--- src/logic/tx_cfg_pkg.sv ---
/*
 * Shared constants for the transmit configuration store: register map,
 * field positions, stored default image and timing counts.
 * Assumes a 20 MHz pclk.
 */
package tx_cfg_pkg;
    localparam int CLK_HZ = 20_000_000;
    localparam int NS_PER_S = 1_000_000_000;
    localparam int CLK_PERIOD_NS = NS_PER_S / CLK_HZ;
    localparam int RAMP_UNIT_NS = 1_000;
    localparam int RAMP_UNIT_CYCLES = RAMP_UNIT_NS / CLK_PERIOD_NS;
    localparam int RAMP_MAX_US = 1024;
    localparam int RAMP_FULL_DEF = RAMP_MAX_US * RAMP_UNIT_CYCLES;
    localparam int STOP_UNIT_NS = 1_000_000;
    localparam int STOP_UNIT_DEF = STOP_UNIT_NS / CLK_PERIOD_NS;

    localparam logic [7:0] OFS_FREQ = 8'h00;
    localparam logic [7:0] OFS_MODE = 8'h04;
    localparam logic [7:0] OFS_LEVEL = 8'h08;
    localparam logic [7:0] OFS_RATE = 8'h0C;
    localparam logic [7:0] OFS_STATUS = 8'h10;

    localparam int MODE_LSB = 0;
    localparam int REP_BIT = 2;
    localparam int START_BIT = 3;
    localparam int RAMP_LSB = 4;
    localparam int STOP_LSB = 8;
    localparam int DEV_LSB = 0;
    localparam int POWER_LSB = 8;

    localparam logic [1:0] MOD_FSK = 2'h0;
    localparam logic [1:0] MOD_GFSK = 2'h1;
    localparam logic [1:0] MOD_OOK = 2'h2;

    localparam logic [19:0] FREQ_MIN = 20'h3A980;
    localparam logic [19:0] FREQ_MAX = 20'hEA600;
    localparam logic [7:0] DEV_MIN = 8'h01;
    localparam logic [7:0] DEV_MAX = 8'h64;
    localparam logic signed [4:0] POWER_MIN = -5'sd10;
    localparam logic signed [4:0] POWER_MAX = 5'sd13;
    localparam logic [3:0] RAMP_SEL_MAX = 4'hB;
    localparam logic [14:0] RAMP_STEP_MAX = 15'h0400;

    localparam int NVM_WORDS = 4;
    localparam logic [31:0] NVM_FREQ = 32'h000D_3FFE;
    localparam logic [31:0] NVM_MODE = 32'h0000_0800;
    localparam logic [31:0] NVM_LEVEL = 32'h0000_0D23;
    localparam logic [31:0] NVM_RATE = 32'h0000_0018;
endpackage : tx_cfg_pkg

--- src/logic/pa_ramp.sv ---
/*
 * Amplifier level ramp: moves a level toward zero or full scale by a
 * fixed step each clock. Same step both ways, so rise and fall match.
 * Assumes step and target come from flops on pclk.
 */
`timescale 1ns/10ps
module pa_ramp #(
    parameter logic [14:0] FULL = 15'h5000
) (
    input  wire logic        pclk,
    input  wire logic        presetn,
    input  wire logic        target_on,
    input  wire logic [14:0] step,
    output logic      [14:0] level_reg
);
    logic [15:0] up_sum;
    logic [14:0] level_next;

    // RULE8 RULE17 same step, monotonic
    always_comb begin
        up_sum = {1'b0, level_reg} + {1'b0, step};
        if (target_on) begin
            level_next = (up_sum >= {1'b0, FULL}) ? FULL : up_sum[14:0];
        end else begin
            level_next = (level_reg <= step) ? 15'h0000 : level_reg - step;
        end
    end

    always_ff @(posedge pclk or negedge presetn) begin
        if (!presetn) begin
            level_reg <= 15'h0000;
        end else begin
            level_reg <= level_next;
        end
    end
endmodule : pa_ramp

--- src/logic/tx_config.sv ---
/*
 * Transmit configuration store with APB register access, power-up
 * copy from the stored image, start/stop detection on the data pin and
 * amplifier ramp control.
 * Assumes pclk at 20 MHz; data_pin is asynchronous to pclk.
 */
// Register access over APB and the register addresses were chosen for this implementation.
// Operation
// RULE1: every reset copies the stored image into the working registers.
// RULE2: working registers hold until software rewrites any or all of them.
// RULE3: written values are volatile; reset restores stored defaults.
// RULE4: the host configures the device through its register port.
// RULE5: ramp setting picks 0 or 1 to 1024 us in powers of two.
// RULE6: ramp applies only in on-off keying; shift modes ignore it.
// RULE7: ramp setting zero reaches full level as fast as possible.
// RULE8: ramp down lasts exactly as long as ramp up.
// RULE9: start setting picks rising or falling data edge, rising default.
// RULE10: data held low for 2 to 90 ms ends transmit, 20 ms default.
// RULE11: data mapping picks which bit uses upper frequency, 1 default.
// RULE12: modulation is shift, Gaussian shift or on-off keying, shift default.
// RULE13: carrier 240 to 960 MHz in 1 kHz steps, 868.35 MHz default.
// RULE14: output power spans -10 to +13 dBm in 1 dB steps.
// RULE15: deviation 1 to 100 kHz default 35; symbol rate default 2.4 ksps.
// RULE16: user keeps ramp at most half a symbol period.
// RULE17: on-off keying ramps each turn-on and turn-off monotonically.

`timescale 1ns/10ps
module tx_config #(
    parameter int STOP_UNIT = tx_cfg_pkg::STOP_UNIT_DEF,
    parameter logic [14:0] RAMP_FULL = 15'(tx_cfg_pkg::RAMP_FULL_DEF)
) (
    input  wire logic        pclk,
    input  wire logic        presetn,
    input  wire logic        psel,
    input  wire logic        penable,
    input  wire logic        pwrite,
    input  wire logic [7:0]  paddr,
    input  wire logic [31:0] pwdata,
    output logic      [31:0] prdata,
    output logic             pready,
    output logic             pslverr,
    input  wire logic        data_pin,
    output logic             tx_active,
    output logic             shift_high,
    output logic      [14:0] pa_level,
    output logic      [19:0] carrier_khz,
    output logic      [1:0]  modulation,
    output logic      [7:0]  deviation_khz,
    output logic      [4:0]  pa_power,
    output logic      [15:0] symbol_rate_setting
);
    import tx_cfg_pkg::*;

    localparam logic [31:0] NVM_IMAGE [NVM_WORDS] =
        '{NVM_FREQ, NVM_MODE, NVM_LEVEL, NVM_RATE};

    logic [19:0] freq_reg;
    logic [11:0] mode_reg;
    logic [12:0] level_reg;
    logic [15:0] rate_reg;
    logic [2:0]  load_idx_reg;
    logic        load_done_reg;
    logic        ready_reg;
    logic        err_reg;
    logic [31:0] rdata_reg;
    logic        data_meta_reg;
    logic        data_sync_reg;
    logic        data_prev_reg;
    logic        tx_reg;
    logic        shift_reg;
    logic [14:0] cyc_cnt_reg;
    logic [6:0]  ms_cnt_reg;
    logic [14:0] step_reg;
    logic        target_reg;
    logic        wr_en;
    logic        acc;
    logic        addr_ok;
    logic [31:0] wr_word;
    logic [6:0]  stop_ms;
    logic        start_edge;
    logic [1:0]  wr_mode;
    logic [3:0]  wr_ramp;
    logic [19:0] wr_freq;
    logic [7:0]  wr_dev;
    logic signed [4:0] wr_pow;

    assign acc = psel && penable;
    assign wr_en = acc && ready_reg && pwrite && addr_ok
                   && paddr != OFS_STATUS;
    assign addr_ok = paddr == OFS_FREQ || paddr == OFS_MODE
                     || paddr == OFS_LEVEL || paddr == OFS_RATE
                     || paddr == OFS_STATUS;

    // RULE13 RULE14 RULE15 clamp written values
    always_comb begin
        wr_word = load_done_reg ? pwdata : NVM_IMAGE[load_idx_reg[1:0]];
        wr_freq = wr_word[19:0];
        if (wr_freq < FREQ_MIN) wr_freq = FREQ_MIN;
        if (wr_freq > FREQ_MAX) wr_freq = FREQ_MAX;
        wr_mode = wr_word[MODE_LSB +: 2];
        // RULE12 reserved code falls back to shift keying
        if (wr_mode == 2'h3) wr_mode = MOD_FSK;
        // RULE5 twelve ramp choices
        wr_ramp = wr_word[RAMP_LSB +: 4];
        if (wr_ramp > RAMP_SEL_MAX) wr_ramp = RAMP_SEL_MAX;
        wr_dev = wr_word[DEV_LSB +: 8];
        if (wr_dev < DEV_MIN) wr_dev = DEV_MIN;
        if (wr_dev > DEV_MAX) wr_dev = DEV_MAX;
        wr_pow = signed'(wr_word[POWER_LSB +: 5]);
        if (wr_pow < POWER_MIN) wr_pow = POWER_MIN;
        if (wr_pow > POWER_MAX) wr_pow = POWER_MAX;
    end

    // RULE1 RULE3 copy stored image after every reset
    always_ff @(posedge pclk or negedge presetn) begin
        if (!presetn) begin
            load_idx_reg <= 3'h0;
            load_done_reg <= 1'b0;
        end else if (!load_done_reg) begin
            load_idx_reg <= load_idx_reg + 3'h1;
            load_done_reg <= load_idx_reg == 3'(NVM_WORDS - 1);
        end
    end

    // RULE2 hold until rewritten
    always_ff @(posedge pclk or negedge presetn) begin
        if (!presetn) begin
            freq_reg <= 20'h00000;
            mode_reg <= 12'h000;
            level_reg <= 13'h0000;
            rate_reg <= 16'h0000;
        end else if (!load_done_reg || wr_en) begin
            unique case (load_done_reg ? paddr
                         : {4'h0, load_idx_reg[1:0], 2'h0})
                OFS_FREQ: freq_reg <= wr_freq;
                OFS_MODE: mode_reg <= {wr_word[STOP_LSB +: 4], wr_ramp,
                                       wr_word[START_BIT], wr_word[REP_BIT],
                                       wr_mode};
                OFS_LEVEL: level_reg <= {wr_pow, wr_dev};
                OFS_RATE: rate_reg <= wr_word[15:0];
                default: ;
            endcase
        end
    end

    // One wait state; pready held low until the copy completes
    always_ff @(posedge pclk or negedge presetn) begin
        if (!presetn) begin
            ready_reg <= 1'b0;
            err_reg <= 1'b0;
            rdata_reg <= 32'h0000_0000;
        end else begin
            ready_reg <= acc && !ready_reg && load_done_reg;
            err_reg <= acc && !ready_reg && load_done_reg && !addr_ok;
            rdata_reg <= 32'h0000_0000;
            if (acc && !ready_reg && !pwrite) begin
                unique case (paddr)
                    OFS_FREQ: rdata_reg <= {12'h000, freq_reg};
                    OFS_MODE: rdata_reg <= {20'h00000, mode_reg};
                    OFS_LEVEL: rdata_reg <= {19'h00000, level_reg};
                    OFS_RATE: rdata_reg <= {16'h0000, rate_reg};
                    OFS_STATUS: rdata_reg <= {28'h0000000, data_sync_reg,
                                              target_reg, tx_reg,
                                              load_done_reg};
                    default: ;
                endcase
            end
        end
    end

    always_ff @(posedge pclk or negedge presetn) begin
        if (!presetn) begin
            data_meta_reg <= 1'b0;
            data_sync_reg <= 1'b0;
            data_prev_reg <= 1'b0;
        end else begin
            data_meta_reg <= data_pin;
            data_sync_reg <= data_meta_reg;
            data_prev_reg <= data_sync_reg;
        end
    end

    // RULE9 selectable start edge
    assign start_edge = mode_reg[START_BIT]
                        ? (data_prev_reg && !data_sync_reg)
                        : (!data_prev_reg && data_sync_reg);

    // RULE10 codes 0..7 give 2..9 ms, 8..15 give 20..90 ms
    always_comb begin
        if (mode_reg[STOP_LSB + 3]) begin
            stop_ms = 7'(({4'h0, mode_reg[STOP_LSB +: 3]} + 7'h2) * 7'hA);
        end else begin
            stop_ms = {4'h0, mode_reg[STOP_LSB +: 3]} + 7'h2;
        end
    end

    // RULE10 low-time counter
    always_ff @(posedge pclk or negedge presetn) begin
        if (!presetn) begin
            cyc_cnt_reg <= 15'h0000;
            ms_cnt_reg <= 7'h00;
        end else if (!tx_reg || data_sync_reg) begin
            cyc_cnt_reg <= 15'h0000;
            ms_cnt_reg <= 7'h00;
        end else if (cyc_cnt_reg == 15'(STOP_UNIT - 1)) begin
            cyc_cnt_reg <= 15'h0000;
            ms_cnt_reg <= ms_cnt_reg + 7'h01;
        end else begin
            cyc_cnt_reg <= cyc_cnt_reg + 15'h0001;
        end
    end

    always_ff @(posedge pclk or negedge presetn) begin
        if (!presetn) begin
            tx_reg <= 1'b0;
        end else if (!tx_reg) begin
            tx_reg <= load_done_reg && start_edge;
        end else if (ms_cnt_reg >= stop_ms) begin
            tx_reg <= 1'b0;
        end
    end

    // RULE11 bit-to-frequency mapping
    always_ff @(posedge pclk or negedge presetn) begin
        if (!presetn) begin
            shift_reg <= 1'b0;
        end else begin
            shift_reg <= tx_reg && (data_sync_reg ^ mode_reg[REP_BIT]);
        end
    end

    // RULE6 RULE7 ramp only for on-off keying with nonzero setting
    always_ff @(posedge pclk or negedge presetn) begin
        if (!presetn) begin
            step_reg <= 15'h0000;
            target_reg <= 1'b0;
        end else begin
            if (mode_reg[MODE_LSB +: 2] == MOD_OOK
                && mode_reg[RAMP_LSB +: 4] != 4'h0) begin
                step_reg <= RAMP_STEP_MAX
                            >> (mode_reg[RAMP_LSB +: 4] - 4'h1);
            end else begin
                step_reg <= RAMP_FULL;
            end
            // RULE17 in on-off keying the amplifier follows the data level while transmitting
            target_reg <= tx_reg && (mode_reg[MODE_LSB +: 2] != MOD_OOK
                                     || data_sync_reg);
        end
    end

    pa_ramp #(
        .FULL(RAMP_FULL)
    ) u_ramp (
        .pclk     (pclk),
        .presetn  (presetn),
        .target_on(target_reg),
        .step     (step_reg),
        .level_reg(pa_level)
    );

    assign prdata = rdata_reg;
    assign pready = ready_reg;
    assign pslverr = err_reg;
    assign tx_active = tx_reg;
    assign shift_high = shift_reg;
    assign carrier_khz = freq_reg;
    assign modulation = mode_reg[MODE_LSB +: 2];
    assign deviation_khz = level_reg[DEV_LSB +: 8];
    assign pa_power = level_reg[POWER_LSB +: 5];
    assign symbol_rate_setting = rate_reg;
endmodule : tx_config

--- config.mk ---
export PLATFORM = sky130hd
export DESIGN_NAME = tx_config
export DESIGN_NICKNAME = d
export VERILOG_FILES = /design/src/logic/tx_cfg_pkg.sv /design/src/logic/pa_ramp.sv /design/src/logic/tx_config.sv
export SDC_FILE = /design/constraint.sdc
export NUM_CORES = 1
export LEC_CHECK = 0
export ABC_AREA = 1
export BUFFER_PORTS_ARGS = -buffer_cell sky130_fd_sc_hd__buf_2
export CORE_UTILIZATION = 45
export CTS_CLUSTER_DIAMETER = 60
export CTS_CLUSTER_SIZE = 12
export DETAILED_ROUTE_END_ITERATION = 10
export PLACE_DENSITY = 0.7
export SYNTH_ARGS = -nofsm -noshare
export SYNTH_HDL_FRONTEND = slang
export SYNTH_SLANG_ARGS = --single-unit
--- constraint.sdc ---
create_clock -name pclk -period 6.05 [get_ports pclk]
set_input_delay 1.21 -clock pclk [delete_from_list [all_inputs] [get_ports pclk]]
set_output_delay 1.21 -clock pclk [all_outputs]
set_load 0.03 [all_outputs]
==> metrics.txt, run 1 <==
fmax=0.287 GHz; Initial Utilization=46.4%; Root Driver=clkbuf_16; Post-synth EDFFs=0; RSZ-0062 raised after global routing=no; die footprint=19200 um2; initial drt markers=624; Gate power share=13.5%; ys async rst share=100%; grt ovf=0; Fin. Hold Viols=0; Resize count post-CTS=0; CP endpoint kind=register; pre-CTS setup slack=2.36 ns; slowest stage delay, CP=0.98 ns; cell row count=49; cells along the critical path=nand2_1 > o21ai_1 > inv_1 > o21ai_0 > nand2_1 > ha_1 > inv_1 > nand2_1 > o211ai_1 > o21ai_0 > ha_1 > o21ai_0 > o21ai_0 > nand2_1 > o21ai_0; worst-path fanout max=26; final worst slack=2.56 ns; Tcrit/Tclk final=57.7%; Crit-path slowest cell=dfrtp_1; Clock Sink Count=142; adder-cell share of the synthesized area=7.58%; switching part of the total power=31.9%; reg-to-reg slack, setup=2.56 ns; max_cap viols=0; flops & latches, synth=142; Via Count=7577; Sequential Power Share=41.9%; xor/xnor share of the synthesized area=1.78%; DR pass1 iterations=10; Hold Path Class=register to register; most frequent CP cell=o21ai_0; Worst slew margin=21.7%; core area=18100 um2; r2r startpoint=load_done_reg$_DFF_PN0_; Switch Pwr=0.755 mW; P_int=1.61 mW; crit path kind=register to register; crit path launch type=register; gpl congestion=0.947; number of CTS-inserted buffers=17; hold buffer count at cts=0; Post-Synth Simple-Gate Area=26.8%; Remaining DRCs=10; initial antenna violation count=0; TritonCTS clock tree=done; fraction of layout cells with a size suffix above 1=16.7%; Detail Route Antenna Nets=0; H-tree depth=4; die width=139 um; largest family of logic cells by synthesized area=simple AND/OR/NAND/NOR gates; HPWL Detailed=16700 um; Worst Skew=0.0109 ns; die height=139 um; via count of the first global-routing pass=7178; Seq/Total Area, Yosys=42.4%; Boundary Pins=148; vias per cell=5.33; Port Buffer Count=123; worst hold start=data_meta_reg$_DFF_PN0_; Clock transition at path regs=0.07 ns; Max clock buf depth=2; mux share of post-synthesis cell area=0.119%; clock period minus final worst setup slack=3.49 ns; Netlist cell types=52; failing checks=DRC; Mapped Area=8380 um2; ANT cells=0; Compound-Gate Fraction of Synth Area=12.2%; transition time of the tightest slew-check pin=1.17 ns; Clock power frac=44.6%; fillers=1709; hold-critical path depth=0; number of setup buffers added after CTS=0; Reg2Reg Depth=15; area grow syn2layout=15.6%; Hold Path End=data_sync_reg$_DFF_PN0_; Total GRT Usage=24.8%; Leak=5.05 nW; Post-Syn Instances=1068; setup TNS=0 ns; Top FF cell, synth=dfrtp_1; fin. max-slew vios=0; NumNets Final=1275; FF-to-FF End=level_reg[8]$_DFFE_PN0P_; first-pass GRT wire length=37200 um; largest net degree at the start of global routing=101; wire per inst=16.0 um; Worst Path Required=6.35 ns; final WL=22800 um; total power=2.37 mW; Ys Warns=0; Clk Latency, worst-skew pair=0.44 ns; status=finished with violations; peak supply drop=216 uV; WP data arrival=3.79 ns; pwr/cell area=244 nW/um2; Mean Syn Cell Area=7.85 um2; Final setup viols=0
Yosys cell counts, drive strengths merged (3+ instances only):
cell type	instances	area [um2]
nand4	30	188
xor2	15	131
ha	46	576
nand3b	4	30.0
a211oi	5	42.5
nor2	92	348
inv	125	477
clkbuf	12	47.6
nor3	29	155
fa	3	60.1
a41oi	6	52.6
nand3	55	280
or2	12	75.1
a31oi	13	81.3
o211ai	3	22.5
nand2	272	1070
dfrtp	142	3550
o21ai	84	443
nor4	12	90.1
buf	32	236
a21oi	58	294
o31ai	3	22.5
power groups by stage:
stage          registers [mW]  clock network (mW)  logic, mW
2_1_floorplan            1.02                   0      0.218
3_3_place_gp             1.01                   0      0.315
3_5_place_dp             1.01                   0      0.319
4_1_cts                 0.993                1.07      0.319
5_1_grt                 0.996                1.11      0.357
6_report                0.992                1.05      0.320
cells by family (layout without fill, tap and decap cells):
family / after synthesis / after routing
and+or+nand+nor: 508 / 508
AOI/OAI and AO/OA: 181 / 181
buffers and inverters: 169 / 283
DFF: 142 / 142
adders and majority gates: 49 / 49
xor gates and xnor gates: 17 / 17
other: 1 / 12
muxes: 1 / 1
layout make-up:
type                    count  area [um2]  share of cell area, %
multi-input cells         768        4110                   42.4
flip-flops and latches    142        3550                   36.7
repair buffers            126         644                   6.65
inverters                 125         477                   4.92
clock buffers              17         425                   4.39
well taps                 229         287                   2.96
clock inverters            15         191                   1.98
placed cells by master (no fill, tap or decap), drive strengths merged, types with 10 or more instances in the layout:
cell type and count:
nand2 272, dfrtp 142, inv 130, buf 126, nor2 92, o21ai 84, a21oi 58, nand3 55
ha 46, nand4 30, nor3 29, clkbuf 17, xor2 15, a31oi 13, conb 12, nor4 12
or2 12, clkinv 10
routing by layer:
layer	vias up	global-route usage [%]	wire [um]
li1	3722	-	-
met1	3561	31.8	9920
met2	262	42.4	11100
met3	32	3.67	1240
met4	0	9.34	553
met5	-	0	0
worst max-delay path, delay by kind of cell, from the launching register on:
kind | cells | cell delay [ns]
compound gates | 7 | 1.12
flops | 1 | 0.98
buf+inv | 2 | 0.27
fa+ha+maj | 2 | 0.59
simple gates | 4 | 0.39
through the flow:
| step | hold slack (ns) | cell area (um2) | utilization, % | instances |
|---|---|---|---|---|
| floorplan | 0.331 | 8430 | - | 1079 |
| global placement | 0.340 | 9070 | 50.2 | 1390 |
| detailed placement | 0.354 | 9070 | 50.2 | 1390 |
| CTS | 0.370 | 9690 | 53.6 | 1422 |
| global route | 0.381 | 9690 | 53.6 | 1422 |
| finish | 0.364 | 9690 | 53.6 | 1422 |
how the worst max path moves through the flow:
| stage | startpoint | end | slack (ns) | cells past startpoint |
|---|---|---|---|---|
| CTS | load_done_reg$_DFF_PN0_ | level_reg[8]$_DFFE_PN0P_ | 2.59 | 15 |
| global route | load_done_reg$_DFF_PN0_ | level_reg[8]$_DFFE_PN0P_ | 2.31 | 16 |
| floorplan | pwdata[9] | level_reg[8]$_DFFE_PN0P_ | 2.92 | 15 |
| detailed placement | pwdata[11] | level_reg[8]$_DFFE_PN0P_ | 2.36 | 16 |
| finish | load_done_reg$_DFF_PN0_ | level_reg[8]$_DFFE_PN0P_ | 2.56 | 15 |
| global placement | pwdata[11] | level_reg[8]$_DFFE_PN0P_ | 2.34 | 16 |
(Power assumes the default switching activity.)
==> inputs of run 2 (changes only) <==
clock period = 3.6 ns   (was 6.05 ns; I/O delays follow)
==> run 2 against run 1 <==
Clock-buffer cell count rose by 1. Routed wire length is 0.33% lower. Highest routed layer unchanged. Die area is the same. Via count is 1.1% higher. Clock skew grew 0.0013 ns. Global-route usage shrank 0.13 points. Setup slack got worse by 2.3 ns. Sequential share of layout area fell by 0.13 points. Cell count is 0.49% higher. Hold slack got worse by 0.058 ns. Critical path type unchanged. First-iteration DRC count shrank 8.7%. The flow still finishes with violations (DRC). Maximum frequency grew 6.0%.
==> metrics.txt, run 2 (synthesis gave the netlist of run 1 again) <==
Post-DP Area=9140 um2 (was 9070 um2); TritonCTS clock tree=done (unchanged); Total GRT Usage=24.7% (was 24.8%); commonest non-fill, non-tap cells in the layout=nand2_1 (262), dfrtp_1 (142), buf_2 (122), inv_1 (118), nor2_1 (91) (unchanged); origin of the worst setup path=load_done_reg$_DFF_PN0_ (unchanged); Max clock buf depth=2 (unchanged); ANT cells=0 (unchanged); die height=139 um (unchanged); Worst slew margin=50.6% (was 21.7%); RSZ-0062 raised after global routing=no (unchanged); Fin. Hold Viols=0 (unchanged); pre-CTS setup slack=0.369 ns (was 2.36 ns); core area=18100 um2 (unchanged); pwr/cell area=409 nW/um2 (was 244 nW/um2); NumNets Final=1282 (was 1275); Tcrit/Tclk final=91.4% (was 57.7%); grt ovf=0 (unchanged); Boundary Pins=148 (unchanged); Clock Sink Count=142 (unchanged); Worst setup endpoint=level_reg[8]$_DFFE_PN0P_ (unchanged); clock period minus final worst setup slack=3.29 ns (was 3.49 ns); fin. max-slew vios=0 (unchanged); fillers=1728 (was 1709); design area=9720 um2 (was 9690 um2); Worst Skew=0.0122 ns (was 0.0109 ns); FF-to-FF End=level_reg[8]$_DFFE_PN0P_ (unchanged); largest net degree at the start of global routing=72 (was 101); Detail Route Antenna Nets=0 (unchanged); crit path kind=register to register (unchanged); final WL=22700 um (was 22800 um); vias per cell=5.36 (was 5.33); number of CTS-inserted buffers=17 (unchanged); total power=3.98 mW (was 2.37 mW); fraction of layout cells with a size suffix above 1=17.2% (was 16.7%); peak supply drop=278 uV (was 216 uV); reg-to-reg slack, setup=0.31 ns (was 2.56 ns); setup TNS=0 ns (unchanged); initial antenna violation count=0 (unchanged); failing checks=DRC (unchanged); worst-path fanout max=19 (was 26); WP data arrival=3.59 ns (was 3.79 ns); fmax=0.304 GHz (was 0.287 GHz); r2r startpoint=load_done_reg$_DFF_PN0_ (unchanged); Clock transition at path regs=0.07 ns (about the same); hold buffer count at cts=0 (unchanged); Port Buffer Count=123 (unchanged); wire per inst=15.9 um (was 16.0 um); Root Driver=clkbuf_16 (unchanged); DR pass1 iterations=8 (was 10); Final setup viols=0 (unchanged); die width=139 um (unchanged); via count of the first global-routing pass=7186 (was 7178); Via Count=7661 (was 7577); gpl congestion=0.928 (was 0.947); H-tree depth=4 (unchanged); transition time of the tightest slew-check pin=0.740 ns (was 1.17 ns); number of setup buffers added after CTS=0 (unchanged); Resize count post-CTS=0 (unchanged); first-pass GRT wire length=36900 um (was 37200 um); most common cell after layout, fill and taps aside=nand2_1 (unchanged); Hold Path Class=input pin to async pin (was register to register); cell row count=49 (unchanged); register area=3550 um2 (unchanged); Worst Path Required=3.90 ns (was 6.35 ns); CP endpoint kind=register (unchanged); Reg2Reg Depth=16 (was 15); status=finished with violations (unchanged); final worst slack=0.310 ns (was 2.56 ns); max_cap viols=0 (unchanged); HPWL Detailed=16800 um (was 16700 um); area grow syn2layout=16.0% (was 15.6%); Initial Utilization=46.4% (unchanged); die footprint=19200 um2 (unchanged); initial drt markers=570 (was 624); Leak=5.07 nW (was 5.05 nW); multi-input gate area in the final layout=4110 um2 (unchanged); crit path launch type=register (unchanged); Clk Latency, worst-skew pair=0.43 ns (was 0.44 ns); Remaining DRCs=10 (unchanged)
run 2: cell types whose count changed in the layout (fill, tap and decap cells not counted), sizes merged:
| cell | previous run | this run |
|---|---|---|
| clkinv | 10 | 2 |
| inv | 130 | 133 |
| clkinvlp | 0 | 3 |
| clkbuf | 17 | 18 |
| bufinv | 0 | 1 |
| buf | 126 | 133 |
run 2: worst min-delay path by stage:
| stage | to | slack (ns) | cells after the start |
|---|---|---|---|
| finish | cyc_cnt_reg[11]$_DFF_PN0_ | 0.31 | 1 |
| global route | cyc_cnt_reg[11]$_DFF_PN0_ | 0.36 | 1 |
| floorplan | data_sync_reg$_DFF_PN0_ | 0.33 | 0 |
| global placement | data_sync_reg$_DFF_PN0_ | 0.34 | 0 |
| CTS | u_ramp.level_reg[8]$_DFF_PN0_ | 0.33 | 1 |
| detailed placement | data_sync_reg$_DFF_PN0_ | 0.34 | 0 |
run 2: per-stage QoR:
stage / util [%] / hold WS [ns] / instances
floorplan: - / 0.331 / 1079
global placement: 50.5 / 0.336 / 1397
detailed placement: 50.5 / 0.341 / 1397
CTS: 53.8 / 0.332 / 1429
global route: 53.8 / 0.356 / 1429
finish: 53.8 / 0.307 / 1429
run 2: final cells by class:
type / count / share of cell area, %
Timing Repair Buffer: 133 / 7.30
Inverter: 125 / 4.90
Clock buffer: 18 / 4.52
Clock inverter: 14 / 1.51
Tap cell: 229 / 2.95
Sequential cell: 142 / 36.5
Multi-Input combinational cell: 768 / 42.3
run 2: metal layers:
| metal | track usage (%) | part of all wire (%) | vias to the layer above | wire [um] |
|---|---|---|---|---|
| li1 | - | - | 3739 | - |
| met1 | 31.1 | 43 | 3607 | 9880 |
| met2 | 41.2 | 48 | 270 | 11000 |
| met3 | 4.40 | 5.1 | 45 | 1170 |
| met4 | 11.5 | 3.1 | 0 | 703 |
| met5 | 0 | 0 | - | 0 |
run 2: power by group:
part / total (mW) / leakage, nW / internal, mW / switching [mW]
clock: 1.76 / 0.282 / 0.995 / 0.769
sequential: 1.67 / 1.81 / 1.62 / 0.0432
combinational: 0.544 / 2.98 / 0.156 / 0.388
run 2: worst max-delay path, cell delays in order, from the launching register on:
cell and delay, ns:
dfrtp_1 0.60, inv_8 0.24, nand2_1 0.13, nand2_1 0.15, inv_1 0.13, o21ai_0 0.26
nand2_1 0.10, ha_1 0.32, inv_1 0.08, nand2_1 0.07, o211ai_1 0.16, o21ai_0 0.10
ha_1 0.27, o21ai_0 0.17, o21ai_0 0.18, nand2_1 0.11, o21ai_0 0.08
